### config.mk
export PLATFORM = sky130hd
export DESIGN_NAME = uart_frame_addr_top
export DESIGN_NICKNAME = d
export VERILOG_FILES = /design/src/shared/uart_addr_pkg.sv /design/src/rtl/uart_frame_addr_top.sv /design/src/rtl/uart_port_engine.sv
export VERILOG_INCLUDE_DIRS = /design/src /design/src/shared
export SDC_FILE = /design/constraint.sdc
export NUM_CORES = 1
export LEC_CHECK = 0
export BUFFER_PORTS_ARGS = -buffer_cell sky130_fd_sc_hd__buf_2
export CORE_ASPECT_RATIO = 0.75
export CORE_UTILIZATION = 60
export DETAILED_ROUTE_END_ITERATION = 8
export PLACE_DENSITY = 0.79
export SETUP_SLACK_MARGIN = 0.3
export SLEW_MARGIN = 10
export SYNTH_ARGS = -nofsm -noshare
export SYNTH_HDL_FRONTEND = slang
export SYNTH_SLANG_ARGS = --single-unit
### constraint.sdc
create_clock -name i_clk_sys -period 9.3 [get_ports i_clk_sys]
set_input_delay 1.395 -clock i_clk_sys [delete_from_list [all_inputs] [get_ports i_clk_sys]]
set_output_delay 1.395 -clock i_clk_sys [all_outputs]
set_load 0.05 [all_outputs]
### src/shared/uart_addr_regs.svh
// Purpose: Register offsets, field positions, reset values and timing counts
//          for the dual serial port with framing check and address match.
// Assumes: Byte-wide register port, one byte per address.
// Notes:   Definitions only.
`ifndef UART_ADDR_REGS_SVH
`define UART_ADDR_REGS_SVH

// Port count
`define NUM_PORTS 2

// Global register addresses
`define PWR_CTRL_ADDR 8'h00
`define IRQ_STAT_ADDR 8'h01
`define IRQ_MASK_ADDR 8'h02

// Per port windows: upper address nibble picks the port
`define PORT0_BASE 4'h1
`define PORT1_BASE 4'h2
`define OFS_SCR 4'h0
`define OFS_DATA 4'h1
`define OFS_OWN_ADDR 4'h2
`define OFS_ADDR_MASK 4'h3
`define OFS_RX_DIV 4'h4
`define OFS_TX_DIV 4'h5

// Serial control register fields
`define SCR_MODE_HI 7
`define SCR_MODE_LO 6
`define SCR_MPE 5
`define SCR_REN 4
`define SCR_TB8 3
`define SCR_RB8 2
`define SCR_TXD 1
`define SCR_RXC 0

// Serial modes
`define MODE_SHIFT 2'h0
`define MODE_UART8 2'h1

// Interrupt status layout: three bits per port
`define IRQ_STRIDE 3
`define IRQ_RXC 0
`define IRQ_TXD 1
`define IRQ_FE 2

// Reset values
`define SCR_RST 8'h00
`define ADDR_RST 8'h00
`define MASK_RST 8'h00
`define IRQ_RST 6'h00
`define FCE_RST 2'h0
// 125 MHz / 16 / 68 is about 115200 baud
`define BAUD_DIV_RST 8'h43

// Oversampling and bit counts
`define OVS_MID 4'h7
`define OVS_LAST 4'hf
`define RX_LAST_EIGHT 4'h7
`define RX_LAST_NINE 4'h8
`define TX_LAST_EIGHT 4'h9
`define TX_LAST_NINE 4'ha

`endif

### src/shared/uart_addr_pkg.sv
// Purpose: Types shared by the serial port engine and the register top.
// Assumes: Nothing beyond the register header.
// Notes:   Mode numbers live in the header; only types here.
`default_nettype none

package uart_addr_pkg;

   typedef enum logic [1:0] {RX_IDLE, RX_START, RX_DATA, RX_STOP} rx_state_t;

   typedef enum logic {TX_IDLE, TX_SHIFT} tx_state_t;

   // Static configuration handed to one port engine
   typedef struct packed {
      logic [1:0] mode;
      logic rx_en;
      logic [7:0] rx_div;
      logic [7:0] tx_div;
   } port_cfg_t;

   // Result of one received frame
   typedef struct packed {
      logic [7:0] data;
      logic ninth;
      logic stop_ok;
   } rx_frame_t;

endpackage

`default_nettype wire

### src/rtl/uart_frame_addr_top.sv
// Purpose: Two serial ports with stop-bit framing check and address match.
// Assumes: Byte register port with one-cycle read latency; pins asynchronous.
// Notes:   Interrupt output is a level built from the sticky status bits.
//
// Local design decisions: strobed register access and the address map.
`default_nettype none
`include "uart_addr_regs.svh"

// What this block does
// - Stop-bit checks in modes 1, 2, 3 only when framing check enabled.
// - With checks on, an invalid stop bit sets the frame error flag.
// - Frame error stays until software clear or reset; good frames keep it.
// - With checks on, receive complete rises at stop bit, not last data bit.
// - Address recognition is active when multiprocessor enable is set, except in mode 0.
// - With recognition on, receive complete only for matching address frames.
// - Mode 1 recognition uses stop as ninth bit; needs match and valid stop.
// - Multiprocessor enable has no effect in mode 0.
// - Given address is own address with mask zeros as don't-care bits.
// - Broadcast address is own OR mask; its zero bits are don't-care.
// - Address accepted if it matches given or broadcast address.
// - Reset clears own address and mask, so every address matches.
// - Transmit and receive run at once, at independent baud rates.
// - Both ports have identical, independent framing and address logic.
module uart_frame_addr_top
   import uart_addr_pkg::*;
(
   // Clock and reset
   input wire logic i_clk_sys,
   input wire logic i_rst,
   // Register port
   input wire logic [7:0] i_addr,
   input wire logic [7:0] i_wr_data,
   input wire logic i_wr_en,
   input wire logic i_rd_en,
   output logic [7:0] o_rd_data,
   // Serial lines, bit index is the port
   input wire logic [1:0] i_rx_pin,
   output logic [1:0] o_tx_pin,
   // Interrupt
   output logic o_irq
);

   localparam int NP = `NUM_PORTS;

   logic [7:0] scr_q [NP];
   logic [NP-1:0] fe_q;
   logic [7:0] own_addr_q [NP];
   logic [7:0] mask_q [NP];
   logic [7:0] rx_buf_q [NP];
   logic [7:0] rx_div_q [NP];
   logic [7:0] tx_div_q [NP];
   logic [NP-1:0] fce_q;
   logic [5:0] irq_stat_q;
   logic [5:0] irq_mask_q;
   logic [5:0] irq_set;
   logic [7:0] rd_data_q;
   logic [7:0] rd_mux;
   logic pwr_wr;
   logic irq_stat_wr;
   logic irq_mask_wr;
   logic [NP-1:0] scr_wr;
   logic [NP-1:0] dat_wr;
   logic [NP-1:0] own_wr;
   logic [NP-1:0] mask_wr;
   logic [NP-1:0] rdiv_wr;
   logic [NP-1:0] tdiv_wr;
   logic [NP-1:0] tx_start;
   logic [NP-1:0] tx_busy;
   logic [NP-1:0] tx_done;
   logic [NP-1:0] data_done;
   logic [NP-1:0] stop_done;
   logic [NP-1:0] sm2_eff;
   logic [NP-1:0] addr_hit;
   logic [NP-1:0] rx_accept;
   logic [NP-1:0] fe_set;
   rx_frame_t frame [NP];
   port_cfg_t cfg [NP];

   // Register write decode; each port owns a 16-byte window
   always_comb
   begin
      pwr_wr = i_wr_en && (i_addr == `PWR_CTRL_ADDR);
      irq_stat_wr = i_wr_en && (i_addr == `IRQ_STAT_ADDR);
      irq_mask_wr = i_wr_en && (i_addr == `IRQ_MASK_ADDR);
      for (int p = 0; p < NP; p++)
      begin
         logic sel;
         sel = i_wr_en && (i_addr[7:4] == ((p == 0) ? `PORT0_BASE : `PORT1_BASE));
         scr_wr[p] = sel && (i_addr[3:0] == `OFS_SCR);
         dat_wr[p] = sel && (i_addr[3:0] == `OFS_DATA);
         own_wr[p] = sel && (i_addr[3:0] == `OFS_OWN_ADDR);
         mask_wr[p] = sel && (i_addr[3:0] == `OFS_ADDR_MASK);
         rdiv_wr[p] = sel && (i_addr[3:0] == `OFS_RX_DIV);
         tdiv_wr[p] = sel && (i_addr[3:0] == `OFS_TX_DIV);
         // A write while the shifter is busy is dropped, not queued
         tx_start[p] = dat_wr[p] && !tx_busy[p];
      end
   end

   // Two identical engines, one per port
   for (genvar g = 0; g < NP; g++)
   begin : g_port
      assign cfg[g] = '{mode: scr_q[g][`SCR_MODE_HI:`SCR_MODE_LO], rx_en: scr_q[g][`SCR_REN],
                        rx_div: rx_div_q[g], tx_div: tx_div_q[g]};
      uart_port_engine u_engine (
         .i_clk_sys(i_clk_sys),
         .i_rst(i_rst),
         .i_rx_pin(i_rx_pin[g]),
         .o_tx_pin(o_tx_pin[g]),
         .i_cfg(cfg[g]),
         .i_tx_start(tx_start[g]),
         .i_tx_data({scr_q[g][`SCR_TB8], i_wr_data}),
         .o_tx_busy(tx_busy[g]),
         .o_tx_done(tx_done[g]),
         .o_data_done(data_done[g]),
         .o_stop_done(stop_done[g]),
         .o_frame(frame[g])
      );
   end

   // Receive decision: framing check, completion point and address filter
   always_comb
   begin
      for (int p = 0; p < NP; p++)
      begin
         logic [1:0] mode;
         logic [7:0] bcast;
         logic given_hit;
         logic bcast_hit;
         logic point;
         mode = scr_q[p][`SCR_MODE_HI:`SCR_MODE_LO];
         bcast = own_addr_q[p] | mask_q[p];
         // Mask zeros are don't-care bits of the given address
         given_hit = ((frame[p].data ^ own_addr_q[p]) & mask_q[p]) == 8'h00;
         // Broadcast zeros are don't-care; ones must be received as ones
         bcast_hit = (frame[p].data & bcast) == bcast;
         addr_hit[p] = given_hit || bcast_hit;
         // Mode 0 ignores the multiprocessor enable
         sm2_eff[p] = scr_q[p][`SCR_MPE] && (mode != `MODE_SHIFT);
         // Checks on, or mode 1 filtering, move completion to the stop bit
         point = (fce_q[p] || (sm2_eff[p] && mode == `MODE_UART8)) ? stop_done[p]
                                                                 : data_done[p];
         if (!sm2_eff[p])
            rx_accept[p] = point;
         else if (mode == `MODE_UART8)
            rx_accept[p] = point && frame[p].stop_ok && addr_hit[p];
         else
            rx_accept[p] = point && frame[p].ninth && addr_hit[p];
         fe_set[p] = stop_done[p] && fce_q[p] && (mode != `MODE_SHIFT)
                     && !frame[p].stop_ok;
      end
   end

   // Serial control: hardware set wins over a software clear in one cycle
   always_ff @(posedge i_clk_sys or posedge i_rst)
   begin
      if (i_rst)
      begin
         for (int p = 0; p < NP; p++)
            scr_q[p] <= `SCR_RST;
      end
      else
      begin
         for (int p = 0; p < NP; p++)
         begin
            if (scr_wr[p])
            begin
               // Top bit is the mode bit only while the framing check is off
               scr_q[p][`SCR_MODE_LO:0] <= i_wr_data[`SCR_MODE_LO:0];
               if (!fce_q[p])
                  scr_q[p][`SCR_MODE_HI] <= i_wr_data[`SCR_MODE_HI];
            end
            if (rx_accept[p] && scr_q[p][`SCR_MODE_HI:`SCR_MODE_LO] != `MODE_SHIFT)
               scr_q[p][`SCR_RB8] <= frame[p].ninth;
            if (rx_accept[p])
               scr_q[p][`SCR_RXC] <= 1'h1;
            if (tx_done[p])
               scr_q[p][`SCR_TXD] <= 1'h1;
         end
      end
   end

   // Frame error: sticky, only a software write or reset clears it
   always_ff @(posedge i_clk_sys or posedge i_rst)
   begin
      if (i_rst)
         fe_q <= '0;
      else
      begin
         for (int p = 0; p < NP; p++)
         begin
            if (fe_set[p])
               fe_q[p] <= 1'h1;
            else if (scr_wr[p] && fce_q[p])
               fe_q[p] <= i_wr_data[`SCR_MODE_HI];
         end
      end
   end

   // Address, mask, buffer and divider registers per port
   always_ff @(posedge i_clk_sys or posedge i_rst)
   begin
      if (i_rst)
      begin
         for (int p = 0; p < NP; p++)
         begin
            own_addr_q[p] <= `ADDR_RST;
            mask_q[p] <= `MASK_RST;
            rx_buf_q[p] <= 8'h00;
            rx_div_q[p] <= `BAUD_DIV_RST;
            tx_div_q[p] <= `BAUD_DIV_RST;
         end
      end
      else
      begin
         for (int p = 0; p < NP; p++)
         begin
            if (own_wr[p])
               own_addr_q[p] <= i_wr_data;
            if (mask_wr[p])
               mask_q[p] <= i_wr_data;
            if (rdiv_wr[p])
               rx_div_q[p] <= i_wr_data;
            if (tdiv_wr[p])
               tx_div_q[p] <= i_wr_data;
            // Rejected address frames never reach the buffer
            if (rx_accept[p])
               rx_buf_q[p] <= frame[p].data;
         end
      end
   end

   // Framing check enables, one per port
   always_ff @(posedge i_clk_sys or posedge i_rst)
   begin
      if (i_rst)
         fce_q <= `FCE_RST;
      else if (pwr_wr)
         fce_q <= i_wr_data[NP-1:0];
   end

   // Interrupt status, cleared by writing ones; new events win
   always_comb
   begin
      for (int p = 0; p < NP; p++)
      begin
         irq_set[`IRQ_STRIDE * p + `IRQ_RXC] = rx_accept[p];
         irq_set[`IRQ_STRIDE * p + `IRQ_TXD] = tx_done[p];
         irq_set[`IRQ_STRIDE * p + `IRQ_FE] = fe_set[p];
      end
   end

   always_ff @(posedge i_clk_sys or posedge i_rst)
   begin
      if (i_rst)
      begin
         irq_stat_q <= `IRQ_RST;
         irq_mask_q <= `IRQ_RST;
      end
      else
      begin
         irq_stat_q <= (irq_stat_q & ~(irq_stat_wr ? i_wr_data[5:0] : 6'h00)) | irq_set;
         if (irq_mask_wr)
            irq_mask_q <= i_wr_data[5:0];
      end
   end

   // Level output straight from flops, so no extra latency on the line
   assign o_irq = |(irq_stat_q & irq_mask_q);

   // Read mux; unmapped addresses read zero
   always_comb
   begin
      rd_mux = 8'h00;
      case (i_addr)
         `PWR_CTRL_ADDR: rd_mux = {6'h00, fce_q};
         `IRQ_STAT_ADDR: rd_mux = {2'h0, irq_stat_q};
         `IRQ_MASK_ADDR: rd_mux = {2'h0, irq_mask_q};
         default:
            for (int p = 0; p < NP; p++)
            begin
               if (i_addr[7:4] == ((p == 0) ? `PORT0_BASE : `PORT1_BASE))
               begin
                  case (i_addr[3:0])
                     `OFS_SCR: rd_mux = {fce_q[p] ? fe_q[p] : scr_q[p][7], scr_q[p][6:0]};
                     `OFS_DATA: rd_mux = rx_buf_q[p];
                     `OFS_OWN_ADDR: rd_mux = own_addr_q[p];
                     `OFS_ADDR_MASK: rd_mux = mask_q[p];
                     `OFS_RX_DIV: rd_mux = rx_div_q[p];
                     `OFS_TX_DIV: rd_mux = tx_div_q[p];
                     default: rd_mux = 8'h00;
                  endcase
               end
            end
      endcase
   end

   // Read data stands only in the cycle after the strobe
   always_ff @(posedge i_clk_sys or posedge i_rst)
   begin
      if (i_rst)
         rd_data_q <= 8'h00;
      else
         rd_data_q <= i_rd_en ? rd_mux : 8'h00;
   end

   assign o_rd_data = rd_data_q;
endmodule

`default_nettype wire

### src/rtl/uart_port_engine.sv
// Purpose: One serial port line engine: receive and transmit shifters.
// Assumes: Line is idle high; 16x oversampling from a per-direction divider.
// Notes:   Mode 0 receive is a plain start plus eight bits frame; transmit still adds a stop bit.
`default_nettype none
`include "uart_addr_regs.svh"

module uart_port_engine
   import uart_addr_pkg::*;
(
   // Clock and reset
   input wire logic i_clk_sys,
   input wire logic i_rst,
   // Serial line
   input wire logic i_rx_pin,
   output logic o_tx_pin,
   // Configuration
   input wire port_cfg_t i_cfg,
   // Transmit request
   input wire logic i_tx_start,
   input wire logic [8:0] i_tx_data,
   output logic o_tx_busy,
   output logic o_tx_done,
   // Receive results
   output logic o_data_done,
   output logic o_stop_done,
   output rx_frame_t o_frame
);

   logic rx_meta_q;
   logic rx_sync_q;
   logic [7:0] rx_div_q;
   logic rx_tick;
   rx_state_t rx_state_q;
   logic [3:0] rx_ovs_q;
   logic [3:0] rx_bit_q;
   logic [8:0] rx_sh_q;
   logic [3:0] rx_last;
   logic [7:0] tx_div_q;
   logic tx_tick;
   tx_state_t tx_state_q;
   logic [3:0] tx_ovs_q;
   logic [3:0] tx_bit_q;
   logic [10:0] tx_sh_q;
   logic tx_pin_q;
   logic [3:0] tx_last;

   // Line synchroniser, the first stage feeds only the second
   always_ff @(posedge i_clk_sys or posedge i_rst)
   begin
      if (i_rst)
      begin
         rx_meta_q <= 1'h1;
         rx_sync_q <= 1'h1;
      end
      else
      begin
         rx_meta_q <= i_rx_pin;
         rx_sync_q <= rx_meta_q;
      end
   end

   // Receive and transmit run from their own dividers, so rates may differ
   assign rx_tick = (rx_div_q == i_cfg.rx_div);
   assign tx_tick = (tx_div_q == i_cfg.tx_div);
   assign rx_last = i_cfg.mode[1] ? `RX_LAST_NINE : `RX_LAST_EIGHT;
   assign tx_last = i_cfg.mode[1] ? `TX_LAST_NINE : `TX_LAST_EIGHT;

   // Receive divider, held at zero while idle to align with the start edge
   always_ff @(posedge i_clk_sys or posedge i_rst)
   begin
      if (i_rst)
         rx_div_q <= 8'h00;
      else if (rx_state_q == RX_IDLE || rx_tick)
         rx_div_q <= 8'h00;
      else
         rx_div_q <= rx_div_q + 8'h01;
   end

   // Receive sequencer; data and stop points are separate pulses, raised in the same cycle in mode 0
   always_ff @(posedge i_clk_sys or posedge i_rst)
   begin
      if (i_rst)
      begin
         rx_state_q <= RX_IDLE;
         rx_ovs_q <= 4'h0;
         rx_bit_q <= 4'h0;
         rx_sh_q <= 9'h000;
         o_data_done <= 1'h0;
         o_stop_done <= 1'h0;
         o_frame <= '0;
      end
      else
      begin
         o_data_done <= 1'h0;
         o_stop_done <= 1'h0;
         case (rx_state_q)
            RX_IDLE:
               if (i_cfg.rx_en && !rx_sync_q)
               begin
                  rx_state_q <= RX_START;
                  rx_ovs_q <= 4'h0;
                  rx_bit_q <= 4'h0;
               end
            RX_START:
               if (rx_tick)
               begin
                  if (rx_ovs_q == `OVS_MID)
                  begin
                     // A glitch shorter than half a bit is a false start
                     rx_ovs_q <= 4'h0;
                     rx_state_q <= rx_sync_q ? RX_IDLE : RX_DATA;
                  end
                  else
                     rx_ovs_q <= rx_ovs_q + 4'h1;
               end
            RX_DATA:
               if (rx_tick)
               begin
                  rx_ovs_q <= rx_ovs_q + 4'h1;
                  if (rx_ovs_q == `OVS_LAST)
                  begin
                     rx_sh_q <= {rx_sync_q, rx_sh_q[8:1]};
                     rx_bit_q <= rx_bit_q + 4'h1;
                     if (rx_bit_q == rx_last)
                     begin
                        o_data_done <= 1'h1;
                        o_frame.data <= i_cfg.mode[1] ? rx_sh_q[8:1] : {rx_sync_q, rx_sh_q[8:2]};
                        o_frame.ninth <= i_cfg.mode[1] ? rx_sync_q : 1'h1;
                        o_frame.stop_ok <= 1'h1;
                        if (i_cfg.mode == `MODE_SHIFT)
                        begin
                           o_stop_done <= 1'h1;
                           rx_state_q <= RX_IDLE;
                        end
                        else
                           rx_state_q <= RX_STOP;
                     end
                  end
               end
            RX_STOP:
               if (rx_tick)
               begin
                  rx_ovs_q <= rx_ovs_q + 4'h1;
                  if (rx_ovs_q == `OVS_LAST)
                  begin
                     // Stop sampled mid-bit; in mode 1 it is also the ninth bit
                     o_stop_done <= 1'h1;
                     o_frame.stop_ok <= rx_sync_q;
                     if (!i_cfg.mode[1])
                        o_frame.ninth <= rx_sync_q;
                     rx_state_q <= RX_IDLE;
                  end
               end
            default:
               rx_state_q <= RX_IDLE;
         endcase
      end
   end

   // Transmit divider
   always_ff @(posedge i_clk_sys or posedge i_rst)
   begin
      if (i_rst)
         tx_div_q <= 8'h00;
      else if (tx_state_q == TX_IDLE || tx_tick)
         tx_div_q <= 8'h00;
      else
         tx_div_q <= tx_div_q + 8'h01;
   end

   // Transmit shifter, independent of the receiver
   always_ff @(posedge i_clk_sys or posedge i_rst)
   begin
      if (i_rst)
      begin
         tx_state_q <= TX_IDLE;
         tx_ovs_q <= 4'h0;
         tx_bit_q <= 4'h0;
         tx_sh_q <= 11'h7ff;
         tx_pin_q <= 1'h1;
         o_tx_done <= 1'h0;
      end
      else
      begin
         o_tx_done <= 1'h0;
         case (tx_state_q)
            TX_IDLE:
               if (i_tx_start)
               begin
                  tx_sh_q <= {1'h1, i_cfg.mode[1] ? i_tx_data[8] : 1'h1, i_tx_data[7:0], 1'h0};
                  tx_pin_q <= 1'h0;
                  tx_ovs_q <= 4'h0;
                  tx_bit_q <= 4'h0;
                  tx_state_q <= TX_SHIFT;
               end
            TX_SHIFT:
               if (tx_tick)
               begin
                  tx_ovs_q <= tx_ovs_q + 4'h1;
                  if (tx_ovs_q == `OVS_LAST)
                  begin
                     tx_sh_q <= {1'h1, tx_sh_q[10:1]};
                     tx_pin_q <= tx_sh_q[1];
                     tx_bit_q <= tx_bit_q + 4'h1;
                     if (tx_bit_q == tx_last)
                     begin
                        tx_pin_q <= 1'h1;
                        o_tx_done <= 1'h1;
                        tx_state_q <= TX_IDLE;
                     end
                  end
               end
            default:
               tx_state_q <= TX_IDLE;
         endcase
      end
   end

   assign o_tx_busy = (tx_state_q != TX_IDLE);
   assign o_tx_pin = tx_pin_q;

endmodule

`default_nettype wire

# Word-level counts from Yosys, hierarchy flattened

Cells that the tools add are included.

Flip-flop bits (word level): 262

Mux-type cells: 163
Reduce and logical (&&, ||, !) cells: 102
Bitwise logic cells: 16
Add/sub/neg operators: 12
Equal/unequal tests: 59

Operator list:

| operator                                                                | number |
|---|---|
| 8-bit case mux with 6 select lines                                      | 2 |
| 4-bit two-way mux                                                       | 22 |
| 8-bit two-way mux                                                       | 9 |
| 1-bit two-way mux                                                       | 68 |
| 11-bit two-way mux                                                      | 6 |
| 2-bit two-way mux                                                       | 32 |
| 8-bit == test                                                           | 6 |
| 4-bit case mux with 2 select lines                                      | 6 |
| 11-bit case mux with 2 select lines                                     | 2 |
| 1-bit logical AND                                                       | 43 |
| 2-bit by 1-bit inequality test with 1-bit output, second input constant | 20 |
| 4-bit by 1-bit adder with 4-bit output, second input constant           | 8 |
| 8-bit by 1-bit adder with 8-bit output, second input constant           | 4 |
| 8-bit bitwise AND                                                       | 4 |
| 2-bit nonzero test                                                      | 14 |
| 8-bit logical NOT                                                       | 3 |
| 4-bit case mux with 3 select lines                                      | 2 |
| 8-bit case mux with 3 select lines                                      | 1 |
| 3-bit AND reduction                                                     | 6 |
| 4-bit by 3-bit == test with 1-bit output, second input constant         | 4 |
| 4-bit == test                                                           | 4 |
| 4-bit == test, second input constant                                    | 4 |
| 8-bit bitwise OR                                                        | 2 |
| 2-bit case mux with 4 select lines                                      | 2 |
| 27 further kinds                                                        | 78 |

# Logic depth before layout (Yosys ltp)

Word-level depth: 11
Gate-level depth with buffers: 10

# Modules after synthesis

From an unflattened synthesis, not the netlist that was laid out.

Cells, all modules: 1165
Area, all modules: 13249.0 um2

By module, submodules not included:

| module                                | cells an instance | instances | area an instance (um2) | sequential area each (um2) |
|---|---|---|---|---|
| uart_frame_addr_top                   | 534               | 1         | 6362.4                 | 3017.9 |
| uart_port_engine (g_port[0].u_engine) | 320               | 1         | 3457.1                 | 1716.6 |
| uart_port_engine (g_port[1].u_engine) | 311               | 1         | 3429.5                 | 1716.6 |

# Worst setup path after synthesis

OpenSTA, ideal clock, no wires.

Kind: input -> register
Start point: in i_addr[2]
End point: reg irq_mask_q[0]
Required time: 9.175 ns
Path slack: 6.204 ns
Arrival time: 2.972 ns
Path buffers: 3
Cell stages on the path: 7
Cell sequence: buf_2 > or3b_2 > clkbuf_1 > nor2_1 > buf_4 > nand3_1 > mux2_2

Longest elaborated chain between the ends: 2

RTL lines:

| item                                     | line                       | source |
|---|---|---|
| from (decl)                              | uart_frame_addr_top.sv:31  | `input wire logic [7:0] i_addr,` |
| 8-bit by 2-bit == test with 1-bit output | -                          |  |
| 1-bit logical AND                        | uart_frame_addr_top.sv:84  | `` irq_mask_wr = i_wr_en && (i_addr == `IRQ_MASK_ADDR); `` |
| to (signal assigned)                     | uart_frame_addr_top.sv:258 | `` irq_mask_q <= `IRQ_RST; `` |
| to (signal assigned)                     | uart_frame_addr_top.sv:264 | `irq_mask_q <= i_wr_data[5:0];` |
| to (decl)                                | uart_frame_addr_top.sv:54  | `logic [5:0] irq_mask_q;` |

No other way between the ends.
A chain may end at the register's enable or synchronous reset.

# Final worst setup path

Start point: in i_addr[0]
End point: reg tx_div_q (netlist bit cfg[23])

Longest elaborated chain between the ends: 2

RTL lines:

| item                                     | line                       | source |
|---|---|---|
| 4-bit by 3-bit == test with 1-bit output | -                          |  |
| 1-bit logical AND                        | uart_frame_addr_top.sv:94  | `` tdiv_wr[p] = sel && (i_addr[3:0] == `OFS_TX_DIV); `` |
| to (signal, indexed assignment)          | uart_frame_addr_top.sv:211 | `` tx_div_q[p] <= `BAUD_DIV_RST; `` |
| to (signal, indexed assignment)          | uart_frame_addr_top.sv:225 | `tx_div_q[p] <= i_wr_data;` |
| to (decl)                                | uart_frame_addr_top.sv:51  | `logic [7:0] tx_div_q [NP];` |

No other way between the ends.

==> results.json <==
{
  "status": "finished clean",
  "required_ns": 9.71,
  "cts_tree": "built",
  "grtUsageMet3": 0.0607,
  "port-buffer-count": 32,
  "ir_drop_mv": 0.124,
  "antenna_found_initial": 1,
  "ys_seq_area_frac": 0.513,
  "nets": 1185,
  "clock-sinks": 256,
  "synth_seq_cells": 256,
  "grt_overflow": 0,
  "routabilityCongestion": 0.898,
  "drt_iter0_markers": 830,
  "cts_resized": 0,
  "grt_pass1_wl_um": 46700,
  "synth_area_per_cell_um2": 11.1,
  "clockRootBuffer": "clkbuf_16",
  "path_clk_slew_ns": 0.06,
  "critPathSlowestCell": "buf_2",
  "area_delta_synth_final_pct": 9.50,
  "use_met1": 0.415,
  "fmax_mhz": 280,
  "synth_edf_count": 0,
  "ios": 33,
  "crit_chain": "buf_2 -> or3b_2 -> nor2_2 -> nand2_1 -> mux2_2",
  "fp-row-count": 45,
  "diodes": 0,
  "ant_nets": 0,
  "grt_max_degree": 124,
  "vias": 8951,
  "routedWlPerCell_um": 19.9,
  "finalSetupTns_ns": 0,
  "hp-class": "register to register",
  "drv_slew": 0,
  "end_kind": "register",
  "syn_area_um2": 12600,
  "dieHeight_um": 127,
  "finClkSkew_ns": 0.0148,
  "post_cts_buffers": 0,
  "cts_buffer_depth": 3,
  "fill_cells": 1540,
  "min_period_ns": 3.58,
  "drtPass1Iterations": 5,
  "yosysWarnings": 0,
  "worstSkewPairLatency_ns": 0.52,
  "cp-start-kind": "input port",
  "synth_fp_nets": 1169,
  "drive_above_1_share": 0.217,
  "use_met2": 0.410,
  "grt_pass1_vias": 8630,
  "rr_startpoint": "cfg[14]",
  "whs_path_depth": 0,
  "syn_inst": 1135,
  "power_per_cell_area_nw_per_um2": 214,
  "die_x_um": 169,
  "worstPathArrival_ns": 3.99,
  "crit_fanout": 39,
  "start_util": 0.617,
  "finish.utilization": 0.676,
  "numCtsBuffers": 25,
  "routed_wl_um": 28900,
  "finalSetupViolCount": 0,
  "cts_hold_buf": 0,
  "synth-async-reset-ratio": 1.00,
  "grtUsageTotal": 0.277,
  "worstRegToRegCells": 6,
  "htreeDepth": 1,
  "holdPathEnd": "g_port[0].u_engine.rx_sync_q",
  "tightest_slew_ns": 1.13,
  "p_leak_nw": 6.43,
  "dieArea_um2": 21600,
  "fin_crit_sh": 0.385,
  "maxSlewHeadroom": 0.241,
  "min_from": "g_port[0].u_engine.rx_meta_q",
  "cap_viol_max_count": 0,
  "design.core.area_um2": 20400,
  "crit_type": "input port to register",
  "via_per_inst": 6.16,
  "drc": 0,
  "place_hpwl_um": 19700,
  "busiest_layer": "met1",
  "critical_path.max_stage_delay_ns": 0.73,
  "synth_ff_type": "dfrtp_1",
  "rsz0062_at_grt": "no",
  "timing.rr.end": "g_port[1].u_engine.o_frame[3]",
  "hold_viol_final": 0,
  "rrSetupSlack_ns": 6.30,
  "ys_types": 72
}
synth_stat cells, drive strengths merged (5+ instances only):
cell,n,area (um^2)
a211oi,5,37.5
a21o,5,37.5
a21oi,28,140
a221oi,9,78.8
a22o,8,70.1
a22oi,16,120
a31oi,5,31.3
and3,13,81.3
buf,21,116
clkbuf,28,105
dfrtp,220,5510
dfstp,36,946
ha,12,150
inv,23,86.3
mux2,123,1390
mux2i,67,671
nand2,88,330
nand2b,8,50.1
nand3,49,245
nand4,11,75.1
nor2,101,402
nor3,13,65.1
nor4,8,56.3
o21a,9,67.6
o21ai,56,280
o22ai,22,138
o31ai,9,72.6
or3,7,48.8
xnor2,31,279
xor2,50,438
sequential cells by signal, indices dropped and copies added (netlist names), 4 cells and up:
register                    flops
g_port.u_engine.rx_bit_q        8
mask_q                         16
irq_stat_q                      6
own_addr_q                     16
g_port.u_engine.rx_state_q      4
o_rd_data                       8
g_port.u_engine.rx_div_q       16
irq_mask_q                      6
g_port.u_engine.tx_div_q       16
rx_buf_q                       16
scr_q                          10
g_port.u_engine.o_frame        20
g_port.u_engine.rx_sh_q        16
g_port.u_engine.tx_sh_q        18
g_port.u_engine.tx_ovs_q        8
g_port.u_engine.tx_bit_q        8
cfg                            38
g_port.u_engine.rx_ovs_q        8
report_power, final:
group | switching (W) | leakage (nW) | internal [W]
Clock | 0.000420 | 0.420 | 0.000632
Combinational | 0.000283 | 2.68 | 0.000191
Sequential | 0.000147 | 3.33 | 0.00127
Total | 0.000850 | 6.43 | 0.00209
critical path: cells and delay by family:
family                 cells  cell delay, ns
buffers and inverters      1            0.73
muxes                      1            0.37
and+or+nand+nor            3            1.48
routing by layer:
layer,vias up,wire length (um)
li1,4145,-
met3,51,2130
met5,-,8
met1,4450,13600
met2,303,12600
met4,2,560
placed cells by master (no fill, tap or decap), types with 5 or more instances in the layout:
cell type	n
a21o_1	5
a211oi_1	5
nand2_1	88
a22oi_1	16
buf_4	6
o21ai_0	50
xnor2_1	30
o31ai_1	8
nand4_1	10
clkinv_2	5
nand2b_1	8
ha_1	12
nand3_1	49
nor2_1	96
clkbuf_16	25
dfstp_2	36
a31oi_1	5
or3_1	6
o21ai_1	6
o22ai_1	22
nor3_1	13
buf_2	32
a21oi_1	28
xor2_1	50
clkbuf_1	8
mux2_2	123
a22o_1	8
nor4_1	7
mux2i_1	67
inv_1	22
a221oi_1	9
and3_1	13
o21a_1	9
dfrtp_1	220
area by class of cell:
class,count,area [um^2],area share
Clock buffer,36,697,0.0506
Clock inverter,10,154,0.0112
Inverter,23,93.8,0.00681
Multi-Input combinational cell,807,5820,0.423
Sequential cell,256,6450,0.468
Tap cell,282,353,0.0256
Timing Repair Buffer,38,205,0.0149
cell families (layout without fill, tap and decap cells):
group	count (synthesis)	after routing	synth area share
adders and majority gates	12	12	0.0119
buffers and inverters	72	107	0.0245
DFF	256	256	0.513
AOI/OAI and AO/OA	203	203	0.107
xor gates and xnor gates	81	81	0.0570
and+or+nand+nor	321	321	0.123
muxes	190	190	0.163
how the worst max path moves through the flow:
stage / start / end / slack, ns / cells after the start
2_1_floorplan: i_rst / cfg[10] / 0.92 / 1
3_3_place_gp: i_addr[0] / cfg[23] / 5.34 / 5
3_5_place_dp: i_addr[0] / cfg[23] / 5.27 / 5
4_1_cts: i_addr[0] / cfg[23] / 5.81 / 5
5_1_grt: i_addr[0] / cfg[23] / 5.62 / 5
6_report: i_addr[0] / cfg[23] / 5.72 / 5
through the flow:
stage	std cells	instance area (um^2)	setup WS, ns	total power [W]	hold slack, ns
finish	1452	13800	5.72	0.00294	0.355
global route	1452	13800	5.62	0.00309	0.363
CTS	1452	13800	5.81	0.00296	0.356
detailed placement	1406	12900	5.27	0.00190	0.347
global placement	1406	12900	5.34	0.00188	0.346
floorplan	1135	12600	0.923	0.00178	0.345
Note: power is estimated with default switching activity, not from simulation.
